--- config.mk ---
export PLATFORM = sky130hd
export DESIGN_NAME = pga_zero_cross_level_monitor
export DESIGN_NICKNAME = d
export VERILOG_FILES = /design/src/rtl/pga_zc_pkg.sv /design/src/rtl/pga_zero_cross_level_monitor.sv
export SDC_FILE = /design/constraint.sdc
export NUM_CORES = 1
export LEC_CHECK = 0
export BUFFER_PORTS_ARGS = -buffer_cell sky130_fd_sc_hd__buf_4
export CORE_ASPECT_RATIO = 1.5
export CORE_MARGIN = 4
export CORE_UTILIZATION = 45
export DETAILED_ROUTE_END_ITERATION = 12
export PLACE_DENSITY = 0.67
export SYNTH_ARGS = -nofsm -noshare
export SYNTH_HDL_FRONTEND = slang
export SYNTH_SLANG_ARGS = --single-unit
export TNS_END_PERCENT = 5
--- constraint.sdc ---
create_clock -name mclk -period 3.8 [get_ports mclk]
set_input_delay 0.76 -clock mclk [delete_from_list [all_inputs] [get_ports mclk]]
set_output_delay 0.76 -clock mclk [all_outputs]
set_load 0.01 [all_outputs]
--- src/rtl/pga_zc_pkg.sv ---
// Purpose: Shared constants for the gain timing and level monitor block
// Assumes: Register index = byte address / 4 on AXI4-Lite
// Notes: Timeouts and periods are counted in sample periods
package pga_zc_pkg;
  // Register indices
  localparam logic [5:0] IDX_POWER = 6'h01;
  localparam logic [5:0] IDX_ZC_CTRL = 6'h03;
  localparam logic [5:0] IDX_L_PK_LO = 6'h04;
  localparam logic [5:0] IDX_L_PK_HI = 6'h05;
  localparam logic [5:0] IDX_R_PK_LO = 6'h06;
  localparam logic [5:0] IDX_R_PK_HI = 6'h07;
  localparam logic [5:0] IDX_STATUS = 6'h08;
  localparam logic [5:0] IDX_AUTO = 6'h09;
  localparam logic [5:0] IDX_L_GAIN = 6'h0A;
  localparam logic [5:0] IDX_R_GAIN = 6'h0B;
  // Reset values
  localparam logic [7:0] CTRL_RST = 8'hE4;
  localparam logic [1:0] POWER_RST = 2'h3;
  localparam logic [1:0] AUTO_RST = 2'h0;
  localparam logic [6:0] GAIN_RST = 7'h30;
  // Control field positions
  localparam int B_COMMON_GAIN_WRITE = 7;
  localparam int B_GAIN_RANGE_SELECT = 6;
  localparam int B_NRTM = 4;
  localparam int B_WRITE_ZERO_CROSS_ENABLE = 3;
  localparam int B_LTM = 1;
  localparam int B_LIMITER_ZERO_CROSS_ENABLE = 0;
  // Own registers: power bits 1:0, auto bits 7:6
  localparam int B_IPWR = 0;
  localparam int B_CPWR = 1;
  localparam int B_LIMITER_ENABLE = 7;
  localparam int B_RECOVERY_ENABLE = 6;
  // Timeouts and limiter update periods in samples
  localparam logic [12:0] NRT0 = 13'h0201;
  localparam logic [12:0] NRT1 = 13'h0401;
  localparam logic [12:0] NRT2 = 13'h0801;
  localparam logic [12:0] NRT3 = 13'h1001;
  localparam logic [12:0] LTO0 = 13'h0081;
  localparam logic [12:0] LTO1 = 13'h0102;
  localparam logic [12:0] LTO2 = 13'h0204;
  localparam logic [12:0] LTO3 = 13'h0408;
  localparam logic [3:0] GAP0 = 4'h1;
  localparam logic [3:0] GAP1 = 4'h2;
  localparam logic [3:0] GAP2 = 4'h4;
  localparam logic [3:0] GAP3 = 4'h8;
  localparam logic [3:0] INIT_TICKS = 4'h8;
  // Level thresholds on 15-bit magnitude
  localparam logic [14:0] TH1 = 15'h2000;
  localparam logic [14:0] TH2 = 15'h3000;
  localparam logic [14:0] TH3 = 15'h4000;
  localparam logic [14:0] TH4 = 15'h5000;
  localparam logic [14:0] TH5 = 15'h680A;
  localparam logic [14:0] TH6 = 15'h7FFF;
  localparam logic [1:0] RESP_OKAY = 2'h0;
  localparam logic [1:0] RESP_SLVERR = 2'h2;
  typedef enum logic [1:0] {
    PH_DOWN = 2'b00,
    PH_INIT = 2'b01,
    PH_RUN = 2'b10
  } phase_t;
endpackage

--- src/rtl/pga_zero_cross_level_monitor.sv ---
// Purpose: Gain update timing, zero-cross flags, peak and level monitors
// Assumes: Samples are valid at the frame clock rising edge
// Notes: Behaviour summary
// Notes on behaviour
// - Common mode: left gain write also loads right; right write loads right only
// - Common mode off: left and right gain writes touch only their own channel
// - One range bit selects line or microphone range for both channels
// - Write and recovery timeout is 513, 1025, 2049 or 4097 samples
// - Write zero-cross on: apply at crossing or timeout; off: apply at once
// - Limiter zero-cross timeout is 129, 258, 516 or 1032 samples
// - Limiter without zero-cross: steps immediate, spaced 1, 2, 4 or 8 samples
// - Limiter zero-cross on: each channel applies at own crossing or timeout
// - Control register resets and ignores writes while power-down pin low
// - Peak magnitude kept per channel in two bytes; high byte top bit zero
// - Reading a peak high byte clears that channel's peak
// - Peaks clear while power-down pin low or converter power off
// - Gated write clears channel done flag; flag sets after the update
// - Rewrite of a waiting channel keeps its timeout count running
// - Write to an idle channel restarts its timeout count
// - Done flags read one when write zero-cross off or limiter on
// - Done flags stay zero during start-up after power-down release while gain power is on
// - Done flags reset by power-down pin, forced one with gain power off
// - Level flag holds highest code; status read clears it
// - Level codes follow the six magnitude thresholds
// - Level flags clear while power-down pin low or converter power off
// - Left level flag behaves like the right one
//
// Register access over AXI4-Lite was chosen for this implementation.
`timescale 1ns/100ps
module pga_zero_cross_level_monitor
  import pga_zc_pkg::*;
(
  input wire logic mclk,
  input wire logic rst_b,
  input wire logic power_down_pin_b,
  input wire logic frame_clk,
  input wire logic [15:0] left_sample,
  input wire logic [15:0] right_sample,
  input wire logic auto_req,
  input wire logic auto_lim,
  input wire logic [6:0] auto_gain,
  output logic [6:0] left_input_gain,
  output logic [6:0] right_input_gain,
  output logic gain_range_select,
  output logic auto_ready,
  input wire logic [7:0] awaddr,
  input wire logic awvalid,
  output logic awready,
  input wire logic [31:0] wdata,
  input wire logic [3:0] wstrb,
  input wire logic wvalid,
  output logic wready,
  output logic [1:0] bresp,
  output logic bvalid,
  input wire logic bready,
  input wire logic [7:0] araddr,
  input wire logic arvalid,
  output logic arready,
  output logic [31:0] rdata,
  output logic [1:0] rresp,
  output logic rvalid,
  input wire logic rready
);

  // Magnitude with the most negative code saturated
  function automatic logic [14:0] mag(input logic [15:0] s);
    logic [15:0] n;
    n = 16'h0000 - s;
    if (!s[15]) return s[14:0];
    if (s == 16'h8000) return 15'h7FFF;
    return n[14:0];
  endfunction

  // Level code for a magnitude
  function automatic logic [2:0] lvl(input logic [14:0] a);
    if (a >= TH6) return 3'h6;
    if (a >= TH5) return 3'h5;
    if (a >= TH4) return 3'h4;
    if (a >= TH3) return 3'h3;
    if (a >= TH2) return 3'h2;
    if (a >= TH1) return 3'h1;
    return 3'h0;
  endfunction

  // Timeout for the source that is pending
  function automatic logic [12:0] tmo(input logic lim, input logic [7:0] c);
    logic [1:0] k;
    k = lim ? c[B_LTM+:2] : c[B_NRTM+:2];
    case ({lim, k})
      3'b000: return NRT0;
      3'b001: return NRT1;
      3'b010: return NRT2;
      3'b011: return NRT3;
      3'b100: return LTO0;
      3'b101: return LTO1;
      3'b110: return LTO2;
      default: return LTO3;
    endcase
  endfunction

  logic pd_m_q, pd_s_q, fc_m_q, fc_s_q, fc_p_q;
  logic [7:0] ctrl_q;
  logic [1:0] pwr_q, auto_q;
  logic [6:0] gain_q [2];
  logic [6:0] tgt_q [2];
  logic [12:0] tmr_q [2];
  logic [1:0] pend_q, srcl_q, sgn_q, done_q;
  logic [14:0] pk_q [2];
  logic [2:0] ovf_q [2];
  logic [3:0] gap_q, init_q;
  phase_t ph_q;
  logic aw_have_q, w_have_q, wstrb0_q;
  logic [5:0] waddr_q;
  logic [7:0] wd_q;
  logic tick, wr_fire, rd_fire, ae, a_zc, a_imm;
  logic wzc, lzc, common_gain_write, ipwr, cpwr, lim_en;
  logic [5:0] ridx;
  logic [1:0] hw, zc;
  logic [14:0] av [2];
  logic [7:0] rd_val;
  logic rd_ok;

  // Pin synchronisers
  always_ff @(posedge mclk or negedge rst_b) begin
    if (!rst_b) begin
      pd_m_q <= 1'b0;
      pd_s_q <= 1'b0;
      fc_m_q <= 1'b0;
      fc_s_q <= 1'b0;
      fc_p_q <= 1'b0;
    end else begin
      pd_m_q <= power_down_pin_b;
      pd_s_q <= pd_m_q;
      fc_m_q <= frame_clk;
      fc_s_q <= fc_m_q;
      fc_p_q <= fc_s_q;
    end
  end

  // Sample tick and field decode
  assign tick = fc_s_q & ~fc_p_q;
  assign common_gain_write = ctrl_q[B_COMMON_GAIN_WRITE];
  assign wzc = ctrl_q[B_WRITE_ZERO_CROSS_ENABLE];
  assign lzc = ctrl_q[B_LIMITER_ZERO_CROSS_ENABLE];
  assign ipwr = pwr_q[B_IPWR];
  assign cpwr = pwr_q[B_CPWR];
  assign lim_en = auto_q[1];
  assign av[0] = mag(left_sample);
  assign av[1] = mag(right_sample);
  assign zc[0] = tick & (left_sample[15] != sgn_q[0]);
  assign zc[1] = tick & (right_sample[15] != sgn_q[1]);

  // Bus events
  assign wr_fire = aw_have_q & w_have_q & ~bvalid;
  assign rd_fire = arvalid & arready;
  assign ridx = araddr[7:2];
  assign hw[0] = wr_fire & wstrb0_q & (waddr_q == IDX_L_GAIN);
  assign hw[1] = wr_fire & wstrb0_q & ((waddr_q == IDX_R_GAIN) | (hw[0] & common_gain_write));

  // Auto gain requests: limiter step or recovery step
  assign ae = auto_req & lim_en & ipwr;
  assign a_zc = auto_lim ? lzc : wzc;
  assign a_imm = ae & ~a_zc & (~auto_lim | (gap_q == 4'h0));

  // Write address and data capture
  always_ff @(posedge mclk or negedge rst_b) begin
    if (!rst_b) begin
      awready <= 1'b0;
      wready <= 1'b0;
      aw_have_q <= 1'b0;
      w_have_q <= 1'b0;
      waddr_q <= 6'h00;
      wd_q <= 8'h00;
      wstrb0_q <= 1'b0;
    end else begin
      awready <= awvalid & ~awready & ~aw_have_q & ~bvalid;
      wready <= wvalid & ~wready & ~w_have_q & ~bvalid;
      if (awvalid & awready) begin
        aw_have_q <= 1'b1;
        waddr_q <= awaddr[7:2];
      end else if (wr_fire) begin
        aw_have_q <= 1'b0;
      end
      if (wvalid & wready) begin
        w_have_q <= 1'b1;
        wd_q <= wdata[7:0];
        wstrb0_q <= wstrb[0];
      end else if (wr_fire) begin
        w_have_q <= 1'b0;
      end
    end
  end

  // Write response
  always_ff @(posedge mclk or negedge rst_b) begin
    if (!rst_b) begin
      bvalid <= 1'b0;
      bresp <= RESP_OKAY;
    end else if (wr_fire) begin
      bvalid <= 1'b1;
      bresp <= (waddr_q > IDX_R_GAIN || waddr_q == 6'h00 ||
                waddr_q == 6'h02) ? RESP_SLVERR : RESP_OKAY;
    end else if (bready) begin
      bvalid <= 1'b0;
    end
  end

  // Control, power and auto registers
  always_ff @(posedge mclk or negedge rst_b) begin
    if (!rst_b) begin
      ctrl_q <= CTRL_RST;
      pwr_q <= POWER_RST;
      auto_q <= AUTO_RST;
    end else if (!pd_s_q) begin
      ctrl_q <= CTRL_RST;
      pwr_q <= POWER_RST;
      auto_q <= AUTO_RST;
    end else if (wr_fire & wstrb0_q) begin
      if (waddr_q == IDX_ZC_CTRL) ctrl_q <= wd_q;
      if (waddr_q == IDX_POWER) pwr_q <= wd_q[1:0];
      if (waddr_q == IDX_AUTO) auto_q <= wd_q[B_LIMITER_ENABLE-:2];
    end
  end

  // Read data mux
  always_comb begin
    rd_ok = 1'b1;
    rd_val = 8'h00;
    case (ridx)
      IDX_POWER: rd_val = {6'h00, pwr_q};
      IDX_ZC_CTRL: rd_val = ctrl_q;
      IDX_L_PK_LO: rd_val = pk_q[0][7:0];
      IDX_L_PK_HI: rd_val = {1'b0, pk_q[0][14:8]};
      IDX_R_PK_LO: rd_val = pk_q[1][7:0];
      IDX_R_PK_HI: rd_val = {1'b0, pk_q[1][14:8]};
      IDX_STATUS: rd_val = {done_q[1], done_q[0], ovf_q[1], ovf_q[0]};
      IDX_AUTO: rd_val = {auto_q, 6'h00};
      IDX_L_GAIN: rd_val = {1'b0, tgt_q[0]};
      IDX_R_GAIN: rd_val = {1'b0, tgt_q[1]};
      default: rd_ok = 1'b0;
    endcase
  end

  // Read channel
  always_ff @(posedge mclk or negedge rst_b) begin
    if (!rst_b) begin
      arready <= 1'b0;
      rvalid <= 1'b0;
      rdata <= 32'h0000_0000;
      rresp <= RESP_OKAY;
    end else begin
      arready <= arvalid & ~arready & ~rvalid;
      if (rd_fire) begin
        rvalid <= 1'b1;
        rdata <= {24'h000000, rd_val};
        rresp <= rd_ok ? RESP_OKAY : RESP_SLVERR;
      end else if (rready) begin
        rvalid <= 1'b0;
      end
    end
  end

  // Start-up phase after power-down release
  always_ff @(posedge mclk or negedge rst_b) begin
    if (!rst_b) begin
      ph_q <= PH_DOWN;
      init_q <= 4'h0;
    end else if (!pd_s_q) begin
      ph_q <= PH_DOWN;
      init_q <= 4'h0;
    end else begin
      case (ph_q)
        PH_DOWN: ph_q <= PH_INIT;
        PH_INIT: begin
          if (init_q == INIT_TICKS) ph_q <= PH_RUN;
          else if (tick) init_q <= init_q + 4'h1;
        end
        PH_RUN: ph_q <= PH_RUN;
        default: ph_q <= PH_DOWN;
      endcase
    end
  end

  // Limiter step spacing counter
  always_ff @(posedge mclk or negedge rst_b) begin
    if (!rst_b) begin
      gap_q <= 4'h0;
      auto_ready <= 1'b1;
    end else begin
      if (!pd_s_q) gap_q <= 4'h0;
      else if (a_imm & auto_lim) begin
        case (ctrl_q[B_LTM+:2])
          2'b00: gap_q <= GAP0;
          2'b01: gap_q <= GAP1;
          2'b10: gap_q <= GAP2;
          default: gap_q <= GAP3;
        endcase
      end else if (tick && gap_q != 4'h0) gap_q <= gap_q - 4'h1;
      auto_ready <= (gap_q == 4'h0) & ~(a_imm & auto_lim);
    end
  end

  // Per-channel gain update with zero-cross or timeout
  always_ff @(posedge mclk or negedge rst_b) begin
    if (!rst_b) begin
      for (int c = 0; c < 2; c++) begin
        gain_q[c] <= GAIN_RST;
        tgt_q[c] <= GAIN_RST;
        tmr_q[c] <= 13'h0000;
      end
      pend_q <= 2'b00;
      srcl_q <= 2'b00;
      sgn_q <= 2'b00;
    end else begin
      for (int c = 0; c < 2; c++) begin
        if (tick) sgn_q[c] <= c == 0 ? left_sample[15] : right_sample[15];
        if (!pd_s_q) begin
          gain_q[c] <= GAIN_RST;
          tgt_q[c] <= GAIN_RST;
          tmr_q[c] <= 13'h0000;
          pend_q[c] <= 1'b0;
          srcl_q[c] <= 1'b0;
        end else if ((ae & a_zc) | (hw[c] & wzc & ~ae)) begin
          tgt_q[c] <= ae ? auto_gain : wd_q[6:0];
          pend_q[c] <= 1'b1;
          srcl_q[c] <= ae & auto_lim;
          if (!pend_q[c]) tmr_q[c] <= 13'h0000;
          else if (tick) tmr_q[c] <= tmr_q[c] + 13'h0001;
        end else if (a_imm | (hw[c] & ~ae)) begin
          gain_q[c] <= a_imm ? auto_gain : wd_q[6:0];
          tgt_q[c] <= a_imm ? auto_gain : wd_q[6:0];
          pend_q[c] <= 1'b0;
        end else if (pend_q[c] & tick) begin
          if (zc[c] || tmr_q[c] >= tmo(srcl_q[c], ctrl_q) - 13'h0001) begin
            gain_q[c] <= tgt_q[c];
            pend_q[c] <= 1'b0;
          end else begin
            tmr_q[c] <= tmr_q[c] + 13'h0001;
          end
        end
      end
    end
  end

  // Completion flags
  always_ff @(posedge mclk or negedge rst_b) begin
    if (!rst_b) begin
      done_q <= 2'b00;
    end else if (!pd_s_q) begin
      done_q <= 2'b00;
    end else if (!ipwr) begin
      done_q <= 2'b11;
    end else if (ph_q != PH_RUN) begin
      done_q <= 2'b00;
    end else if (!wzc | lim_en) begin
      done_q <= 2'b11;
    end else begin
      done_q <= ~pend_q;
    end
  end

  // Peak and level monitors; a new sample wins over a read clear
  always_ff @(posedge mclk or negedge rst_b) begin
    if (!rst_b) begin
      for (int c = 0; c < 2; c++) begin
        pk_q[c] <= 15'h0000;
        ovf_q[c] <= 3'h0;
      end
    end else begin
      for (int c = 0; c < 2; c++) begin
        if (!pd_s_q | !cpwr) begin
          pk_q[c] <= 15'h0000;
          ovf_q[c] <= 3'h0;
        end else begin
          if (tick && (av[c] > pk_q[c] ||
              (rd_fire && ridx == (c == 0 ? IDX_L_PK_HI : IDX_R_PK_HI))))
            pk_q[c] <= av[c];
          else if (rd_fire && ridx == (c == 0 ? IDX_L_PK_HI : IDX_R_PK_HI))
            pk_q[c] <= 15'h0000;
          if (tick && (lvl(av[c]) > ovf_q[c] || (rd_fire && ridx == IDX_STATUS)))
            ovf_q[c] <= lvl(av[c]);
          else if (rd_fire && ridx == IDX_STATUS)
            ovf_q[c] <= 3'h0;
        end
      end
    end
  end

  // Outputs from flops
  assign left_input_gain = gain_q[0];
  assign right_input_gain = gain_q[1];
  assign gain_range_select = ctrl_q[B_GAIN_RANGE_SELECT];
endmodule // pga_zero_cross_level_monitor

# Word level (Yosys, flattened, before mapping)
# Cells that the tools add are included.
# word_totals
reg_bits	160
latch_bits	0
ramBits	0
romBits	0
inputBits	102
output_inout_bits	57
word_cells	528
memories	0
# classes
addsub	8
multipliers	0
div	0
n_lt_le_gt_ge	19
eq_ne	69
n_shift	0
n_mux	289
n_bitwise	57
n_reduce_logical	45
# op_table
op	n
$mux W13	22
$mux W15	14
$mux W3	69
$pmux W13 S7	2
$mux W1	135
$mux W7	18
$ge A15 B15 Y1 const B	8
$pmux W8 S10	1
$ge A15 B14 Y1 const B	4
$eq A6 B4 Y1 const B	7
$and A1 B1 Y1	36
$eq A16 B16 Y1 const B	2
$mux W2	16
$gt A15 B15 Y1	2
$sub A1 B15 Y15 const A	2
$mux W4	7
$ne A3 B1 Y1 const B	9
$add A13 B1 Y13 const B	2
$ge A13 B13 Y1	2
$sub A13 B1 Y13 const B	2
$eq A6 B3 Y1 const B	4
$mux W8	3
$eq A3 B3 Y1 const B	6
$eq A6 B2 Y1 const B	3
other kinds (35)	111

# Logic depth before layout (Yosys ltp)
# Gate-level depths: netlist of run 1.
# depth
ltp_word	73
ltp_mapped	19

# Least setup slack after synthesis of run 1
# No wires, ideal clock.
# synth_timing
path_type	input port to flip-flop
start	input port right_sample[2]
end	register pk_q[10] (netlist bit)
setup_ps	66
arrival_time_ps	4761
setup_slack_ps	-1027
cell_stages	17
cell_sequence	buf_6 or4_4 buf_6 or4_4 or4_1 clkbuf_1 nand3_1 ha_1 nor2b_1 o21a_1 o21a_1 o21a_1 o211ai_1 a2111oi_0 nor2_1 clkbuf_1 a22o_1
# synth_between
elab_chain_len	10
word_cells_on_any_way	14
classes_between	1 x add/sub; 1 x order compare; 1 x eq/ne; 8 x mux; 3 x reduce/logical
# synth_rtl
item	line	text
start, declared	pga_zero_cross_level_monitor.sv:38	input wire logic [15:0] right_sample,
parallel branches: the longest is 4 deep, another holds $sub A1 B15 Y15	--	
$mux W15 (*)	pga_zero_cross_level_monitor.sv:70	if (s == 16'h8000) return 15'h7FFF;
$gt A15 B15 Y1	pga_zero_cross_level_monitor.sv:375	if (tick && (av[c] > pk_q[c] ||
$logic_or A1 B1 Y1	pga_zero_cross_level_monitor.sv:375	
$logic_and A1 B1 Y1	pga_zero_cross_level_monitor.sv:375	
$mux W15	pga_zero_cross_level_monitor.sv:375	
$mux W15	pga_zero_cross_level_monitor.sv:371	if (!pd_s_q | !cpwr) begin
end signal, assigned by index	pga_zero_cross_level_monitor.sv:377	pk_q[c] <= av[c];
end, declared	pga_zero_cross_level_monitor.sv:108	logic [14:0] pk_q [2];
# Every way passes the cells marked *. The select of a mux whose other input is x is not followed.
# A chain may end at the register's enable or synchronous reset.

# Worst setup path in the final report of run 1
# layout_timing
start	input port right_sample[2]
end	register ovf_q[2] (netlist bit)
# layout_between
elab_chain_len	25
word_cells_on_any_way	102
classes_between	1 x add/sub; 7 x order compare; 1 x eq/ne; 90 x mux; 3 x reduce/logical
# layout_rtl
item	line	text
parallel branches: the longest is 4 deep, another holds $sub A1 B15 Y15	--	
$mux W15 (*)	pga_zero_cross_level_monitor.sv:70	
$ge A15 B15 Y1 / $ge A15 B14 Y1 (equally long branches)	pga_zero_cross_level_monitor.sv:77, pga_zero_cross_level_monitor.sv:81	
$mux W3 / $mux W1 (equally long branches) (2 in series)	pga_zero_cross_level_monitor.sv:77, pga_zero_cross_level_monitor.sv:81	
$mux W3 / $mux W1 (equally long branches)	pga_zero_cross_level_monitor.sv:371, pga_zero_cross_level_monitor.sv:80	
$mux W3 / $mux W1 (equally long branches)	pga_zero_cross_level_monitor.sv:78, pga_zero_cross_level_monitor.sv:79	
$mux W3 / $mux W1 (equally long branches)	pga_zero_cross_level_monitor.sv:79, pga_zero_cross_level_monitor.sv:78	
$mux W3 / $mux W1 (equally long branches)	pga_zero_cross_level_monitor.sv:80, pga_zero_cross_level_monitor.sv:77	
[... 5 more ...]	--	
$mux W3	pga_zero_cross_level_monitor.sv:78	if (a >= TH4) return 3'h4;
$mux W3	pga_zero_cross_level_monitor.sv:77	if (a >= TH5) return 3'h5;
$mux W3	pga_zero_cross_level_monitor.sv:371	
$gt A3 B3 Y1	pga_zero_cross_level_monitor.sv:380	if (tick && (lvl(av[c]) > ovf_q[c] || (rd_fire && ridx == IDX_STATUS)))
$logic_or A1 B1 Y1	pga_zero_cross_level_monitor.sv:380	
$logic_and A1 B1 Y1	pga_zero_cross_level_monitor.sv:380	
$mux W3	pga_zero_cross_level_monitor.sv:380	
$mux W3	pga_zero_cross_level_monitor.sv:371	
end signal, assigned by index	pga_zero_cross_level_monitor.sv:381	ovf_q[c] <= lvl(av[c]);
end, declared	pga_zero_cross_level_monitor.sv:109	logic [2:0] ovf_q [2];
# Marked as above.

==> results of run 1 <==
what timing repair did:
action | 4_1_cts | 5_1_grt
pin swaps | 11 | 12
gates cloned | 0 | 0
endpoints found under the setup margin | 33 | 64
buffers inserted | 4 | 4
gates resized for setup | 23 | 27
synthesized netlist by cell type (6+ instances only):
cell type	count	area (um2)
o22ai_1	7	43.8
buf_1	7	26.3
a211oi_1	12	90.1
nand2b_1	18	113
and3_1	13	81.3
nor2_1	95	357
dfrtp_1	143	3580
clkbuf_1	43	161
nor4_1	15	93.8
a22o_1	38	333
or4_1	10	75.1
nor2b_1	22	138
nor4b_1	6	52.6
or2_2	7	43.8
mux2_2	22	248
xnor2_1	13	114
buf_4	27	203
nor3_1	16	80.1
nand3_1	29	145
ha_1	70	876
dfstp_2	15	394
buf_2	7	35.0
xor2_1	25	219
a21o_1	12	90.1
a21oi_1	65	325
o2111ai_1	6	52.6
and2_1	10	62.6
a31oi_1	13	81.3
nand2_1	119	447
or3_1	10	62.6
o21a_1	12	90.1
nand4_1	19	119
mux2i_1	46	460
o21ai_0	69	345
inv_1	68	255
o31ai_1	20	150
power groups by stage:
stage / Clock, mW / Sequential (mW) / Combinational, mW
global route: 1.89 / 2.13 / 1.49
detailed placement: 0 / 2.13 / 1.29
CTS: 1.82 / 2.10 / 1.31
floorplan: 0 / 2.06 / 0.781
finish: 1.80 / 2.11 / 1.33
global placement: 0 / 2.12 / 1.25
per-stage QoR:
step                power (mW)  area [um2]
floorplan                 2.84       11300
global placement          3.38       13300
detailed placement        3.42       13300
CTS                       5.24       14000
global route              5.51       14200
finish                    5.24       14200
worst min path at each step:
stage	start	to	slack, ns	cells after the start
6_report	rst_b	tmr_q[25]	0.30	1
5_1_grt	rst_b	tmr_q[23]	0.34	1
4_1_cts	rst_b	tgt_q[2]	0.32	1
3_5_place_dp	pd_m_q	pd_s_q	0.33	0
3_3_place_gp	pd_m_q	pd_s_q	0.33	0
2_1_floorplan	fc_m_q	fc_s_q	0.33	0
state kept, by name, summed over array words and instances (netlist names), 4 cells and up:
signal and flops:
pk_q 30, tmr_q 26, tgt_q 14, ctrl_q 8, rdata 8, wd_q 8
left_input_gain 7, right_input_gain 7, ovf_q 6, waddr_q 6, gap_q 4, init_q 4
kinds of logic after synthesis:
group / count (synthesis) / share of synthesized area [%]
compound gates: 328 / 20.6
xor+xnor: 38 / 2.97
fa+ha+maj: 70 / 7.82
buf+inv: 156 / 6.42
flops: 158 / 35.5
mux: 74 / 7.38
other cells: 1 / 0.0335
simple gates: 421 / 19.3
layout by cell type (no fill, tap or decap), types with 12 or more instances in the layout:
cell type,synthesis,layout
nor3_1,16,15
nor4_1,15,13
nand3_1,29,27
ha_1,70,67
a21oi_1,65,59
nor2_1,95,94
o21a_1,12,12
mux2i_1,46,46
clkbuf_16,0,17
dfrtp_1,143,143
nand4_1,19,19
conb_1,1,26
inv_1,68,65
o21ai_0,69,64
nand2b_1,18,18
dfstp_2,15,15
nand2_1,119,115
mux2_2,22,22
a31oi_1,13,13
o31ai_1,20,18
buf_4,27,266
a21o_1,12,12
and3_1,13,13
a22o_1,38,38
nor2b_1,22,21
xnor2_1,13,13
xor2_1,25,25
metal layers:
| metal | GRT usage (%) | vias to the layer above | part of all wire (%) |
|---|---|---|---|
| li1 | - | 4951 | - |
| met3 | 3.60 | 65 | 3.7 |
| met4 | 9.63 | 0 | 4.0 |
| met2 | 43.7 | 258 | 54 |
| met1 | 26.4 | 4944 | 38 |
| met5 | 0 | - | 0 |
cell type report:
cell class	instances	area (um2)
fill	2181	10300
multi-input combinational	957	6820
sequential	158	3970
timing repair buffer	274	2110
clock buffer	20	467
tap	324	405
inverter	69	259
clock inverter	12	149
==> results.yml, run 1 <==
cts:
  path_clk_slew_ns: 0.07
  ctsHoldBuffers: 0
  h-tree-depth: 4
  clock-sinks: 158
  clk_path_buf_depth: 2
  cts_made_buffers: 17
  cts_tree: "yes"
  clk-insertion-delay-late_ns: 0.44
  clockRootBuffer: "clkbuf_16"
timing:
  relSlewSlack_pct: 43.3
  finalSetupTns_ns: -1.79
  period_share_pct: 103
  finalHoldViolations: 0
  rsz0062_at_grt: "yes"
  period_needed_ns: 3.91
  worst_pin_slew_ns: 0.851
  fin_hold_ws_ns: 0.296
  drv_slew: 0
  fmaxAchievable_mhz: 255
  finClkSkew_ns: 0.0120
  setup_viol: 33
  fin_ws_ns: -0.115
floorplanning:
  start_util_pct: 45.8
  core_um2: 24400
  die_area_um2: 27500
  fp.dieW_um: 137
  io_pins: 159
  rows: 70
  dieHeight_um: 201
worst_setup_path:
  cpMaxStageDelayCell: "or4_4"
  r2r_setup_slack_ns: 0.07
  critPathRequiredTime_ns: 4.11
  reg2reg_from: "ctrl_q[2]"
  rr_endpoint: "right_input_gain[2]"
  path_depth: 18
  crit_arrival_ns: 4.23
  worstSetupEndpointType: "register"
  critPathLaunch: "right_sample[2]"
  path_buf_inv: 3
  reg2reg_depth: 13
  crit_chain: "buf_6, or4_4, or4_4, buf_4, o31ai_4, mux2i_4, buf_4, nand2_1, o211ai_2, ha_1, nor2b_1, o21a_1, o21ai_2, nand2_2, nand2_4, nor3_1, a31oi_1, nor2_1"
  max_stage_delay_ns: 0.53
  path_delay_family: "simple AND/OR/NAND/NOR gates"
  crit_end: "ovf_q[2]"
  critPathLaunchType: "input port"
  worstPathMaxFanout: 5
  critical_path_class: "input port to register"
power:
  power_leakage_nw: 6.46
  share_comb_of_total_power_pct: 25.4
  switching_share_pct: 31.7
  p_int_mw: 3.58
  peakVddDrop_uv: 326
  powerDensity_nw_per_um2: 369
  power_frac_clock_pct: 34.3
  seqPwrFrac_pct: 40.3
  switching_power_mw: 1.66
synthesis:
  async_flop_share_pct: 100
  netlist_instances: 1246
  ys_seq_area_share_pct: 35.5
  synth_seq_cells: 158
  ys_types: 89
  ys_warn_count: 0
  ys.flop_type: "dfrtp_1"
  synth-edff-count: 0
  netlist_area_um2: 11200
  avgSynthCellArea_um2: 8.98
placement:
  dp.cells: 1774
  gp_congestion: 0.908
  hpwl_um: 25000
  dp_slack_ns: -0.800
  port_buffers: 101
layout:
  diodes: 0
  instances_no_fill: 1814
  utilization_pct: 58.0
  drive_gt1_share_pct: 28.7
  final_nets: 1649
  syn_to_final_growth_pct: 26.7
global_route:
  grtUsageTotal_pct: 23.6
  antenna_found_initial: 0
  grt_pass1_wl_um: 51600
  grt_overflow_total: 0
  grt_pass1_vias: 10200
  grt_max_degree: 65
detailed_routing:
  ant_nets: 0
  wirelength_um: 32100
  initialDrtViolationCount: 480
  wl_per_cell_um: 17.7
  drc: 0
  firstDrtPassIters: 5
  dr_total_vias: 10200
  vias_per_cell: 5.63
run_status:
  violations: "setup timing"
  status: "complete, but fails checks"
flow_run:
  drv_cap: 0
min_path:
  min_path_type: "input port to async pin"
No activity file was read; power rests on OpenSTA's default activity.
==> run 2, diff against run 1 <==
==> constraint.sdc (replaced) <==
create_clock -name mclk -period 3.8 [get_ports mclk]
set_input_delay 0.38 -clock mclk [delete_from_list [all_inputs] [get_ports mclk]]
set_output_delay 0.38 -clock mclk [all_outputs]
set_load 0.01 [all_outputs]
==> run 2 against run 1 <==
Against the previous run:
- the flow finishes with violations (hold timing)
- clock power fell by 8%
- non-clock buffer count shrank 48
- worst hold slack worse by 0.34 ns
- register-to-register slack better by 0.13 ns
- die area unchanged
- global-route usage shrank 0.24 points
- fmax up 8.3%
- via count decreased by 1.4%
- first-iteration DRC count is 8.8% higher
- sequential share of layout area up 1.1 points
- sequential cell count unchanged
- total power fell by 4.6%
==> results.yml, run 2 (same netlist as run 1, synthesis figures left out) <==
floorplanning:
  rows: 70
  core_um2: 24400
  fp.dieW_um: 137
  start_util_pct: 45.8
  io_pins: 159
  dieHeight_um: 201
  die_area_um2: 27500
cts:
  ctsHoldBuffers: 0
  cts_tree: "yes"
  cts_resized: 0
  post_cts_buffers: 0
  clk-insertion-delay-late_ns: 0.44
  clk_path_buf_depth: 2
  cts_made_buffers: 17
  clockRootBuffer: "clkbuf_16"
  clock-sinks: 158
  path_clk_slew_ns: 0.07
  h-tree-depth: 4
layout:
  diodes: 0
  utilization_pct: 55.8
  final_nets: 1601
  layout_common_cells: "buf_4, dfrtp_1, nand2_1"
  fill_cells: 2220
  regMostFlops: "pk_q"
  final_common_cell: "buf_4"
  largestRegisters: "pk_q x30, tmr_q x26, tgt_q x14"
  syn_to_final_growth_pct: 21.8
  drive_gt1_share_pct: 24.9
  largest_reg_flops: 30
global_route:
  grtUsageTotal_pct: 23.3
  grt_overflow_total: 0
  antenna_found_initial: 0
  grt_pass1_vias: 10300
  grt_pass1_wl_um: 51200
  grt_max_degree: 87
timing:
  setup_viol: 0
  finClkSkew_ns: 0.0109
  fin_hold_ws_ns: -0.0394
  rsz0062_at_grt: "yes"
  finalHoldViolations: 9
  relSlewSlack_pct: 45.2
  fmaxAchievable_mhz: 277
  worst_pin_slew_ns: 0.822
  drv_slew: 0
  period_share_pct: 95.1
  fin_ws_ns: 0.185
  period_needed_ns: 3.61
detailed_routing:
  wirelength_um: 31700
  wl_per_cell_um: 18.0
  dr_total_vias: 10100
  drc: 0
  vias_per_cell: 5.71
  ant_nets: 0
  initialDrtViolationCount: 522
  firstDrtPassIters: 5
power:
  p_int_mw: 3.36
  share_comb_of_total_power_pct: 24.6
  seqPwrFrac_pct: 42.5
  switching_share_pct: 32.8
  switching_power_mw: 1.64
  powerDensity_nw_per_um2: 367
  power_leakage_nw: 6.14
  power_frac_clock_pct: 32.9
  peakVddDrop_uv: 332
placement:
  port_buffers: 101
  hpwl_um: 24900
  gp_congestion: 0.887
  dp_slack_ns: -0.374
run_status:
  violations: "hold timing"
  status: "complete, but fails checks"
worst_setup_path:
  crit_chain: "buf_4, or4_4, or4_4, or4_4, nand2_1, inv_1, ha_1, nor2b_1, o21a_1, o21a_1, o21a_1, o211ai_1, a2111oi_1, nor2_1, buf_4, a22o_1"
  path_buf_inv: 3
  cpMaxStageDelayCell: "or4_4"
  critical_path_class: "input port to register"
  path_delay_family: "simple AND/OR/NAND/NOR gates"
  max_stage_delay_ns: 0.58
  worstPathMaxFanout: 10
  critPathRequiredTime_ns: 4.13
  worstSetupEndpointType: "register"
  critPathLaunchType: "input port"
  crit_arrival_ns: 3.95
min_path:
  min_path_type: "input port to async pin"
flow_run:
  drv_cap: 0
[run 2: cell types whose count changed in the layout (fill, tap and decap cells not counted), sizes merged]
cell / previous run / this run
buf: 274 / 226
clkinv: 3 / 7
bufinv: 2 / 0
clkbuf: 20 / 18
clkinvlp: 1 / 3
inv: 75 / 73
[run 2: final timing paths]
kind | from | end | slack [ns] | cells past startpoint
worst max-delay path | right_sample[4] | pk_q[4] | 0.19 | 16
worst max register to register | ctrl_q[2] | right_input_gain[3] | 0.20 | 13
max in group asynchronous | rst_b | left_input_gain[4] | 2.97 | 2
worst min register to register | fc_m_q | fc_s_q | 0.35 | 0
min in group mclk | power_down_pin_b | pd_m_q | 0.05 | 1
worst min-delay path | rst_b | tmr_q[18] | -0.04 | 1
[run 2: stage by stage]
| stage | power, mW | std cells | area [um2] | TNS, ns |
|---|---|---|---|---|
| floorplan | 2.84 | 1271 | 11300 | -4.36 |
| detailed placement | 3.38 | 1734 | 13000 | -9.78 |
| CTS | 5.02 | 1766 | 13600 | 0 |
| finish | 5.00 | 1766 | 13600 | 0 |
| global route | 5.27 | 1766 | 13600 | -0.0540 |
| global placement | 3.34 | 1734 | 13000 | -7.27 |
[run 2: layer usage]
metal  GRT usage (%)  share of wire (%)
met2            42.5                 54
met3            2.88                3.4
met5               0                  0
met4            10.9                4.4
met1            26.7                 39
[run 2: cell type report]
type,instances,area (um2),share of cell area [%]
flip-flops and latches,158,3970,29.1
clock inverters,14,131,0.963
repair buffers,226,1740,12.7
well taps,324,405,2.97
clock buffers,18,439,3.22
inverters,69,259,1.90
multi-input cells,957,6690,49.1
[run 2: power by group through the flow]
stage          Clock [mW]  Combinational [mW]  Sequential [mW]
6_report             1.65                1.23             2.12
5_1_grt              1.74                1.38             2.15
4_1_cts              1.67                1.23             2.12
3_5_place_dp            0                1.22             2.15
3_3_place_gp            0                1.19             2.14
2_1_floorplan           0               0.781             2.06
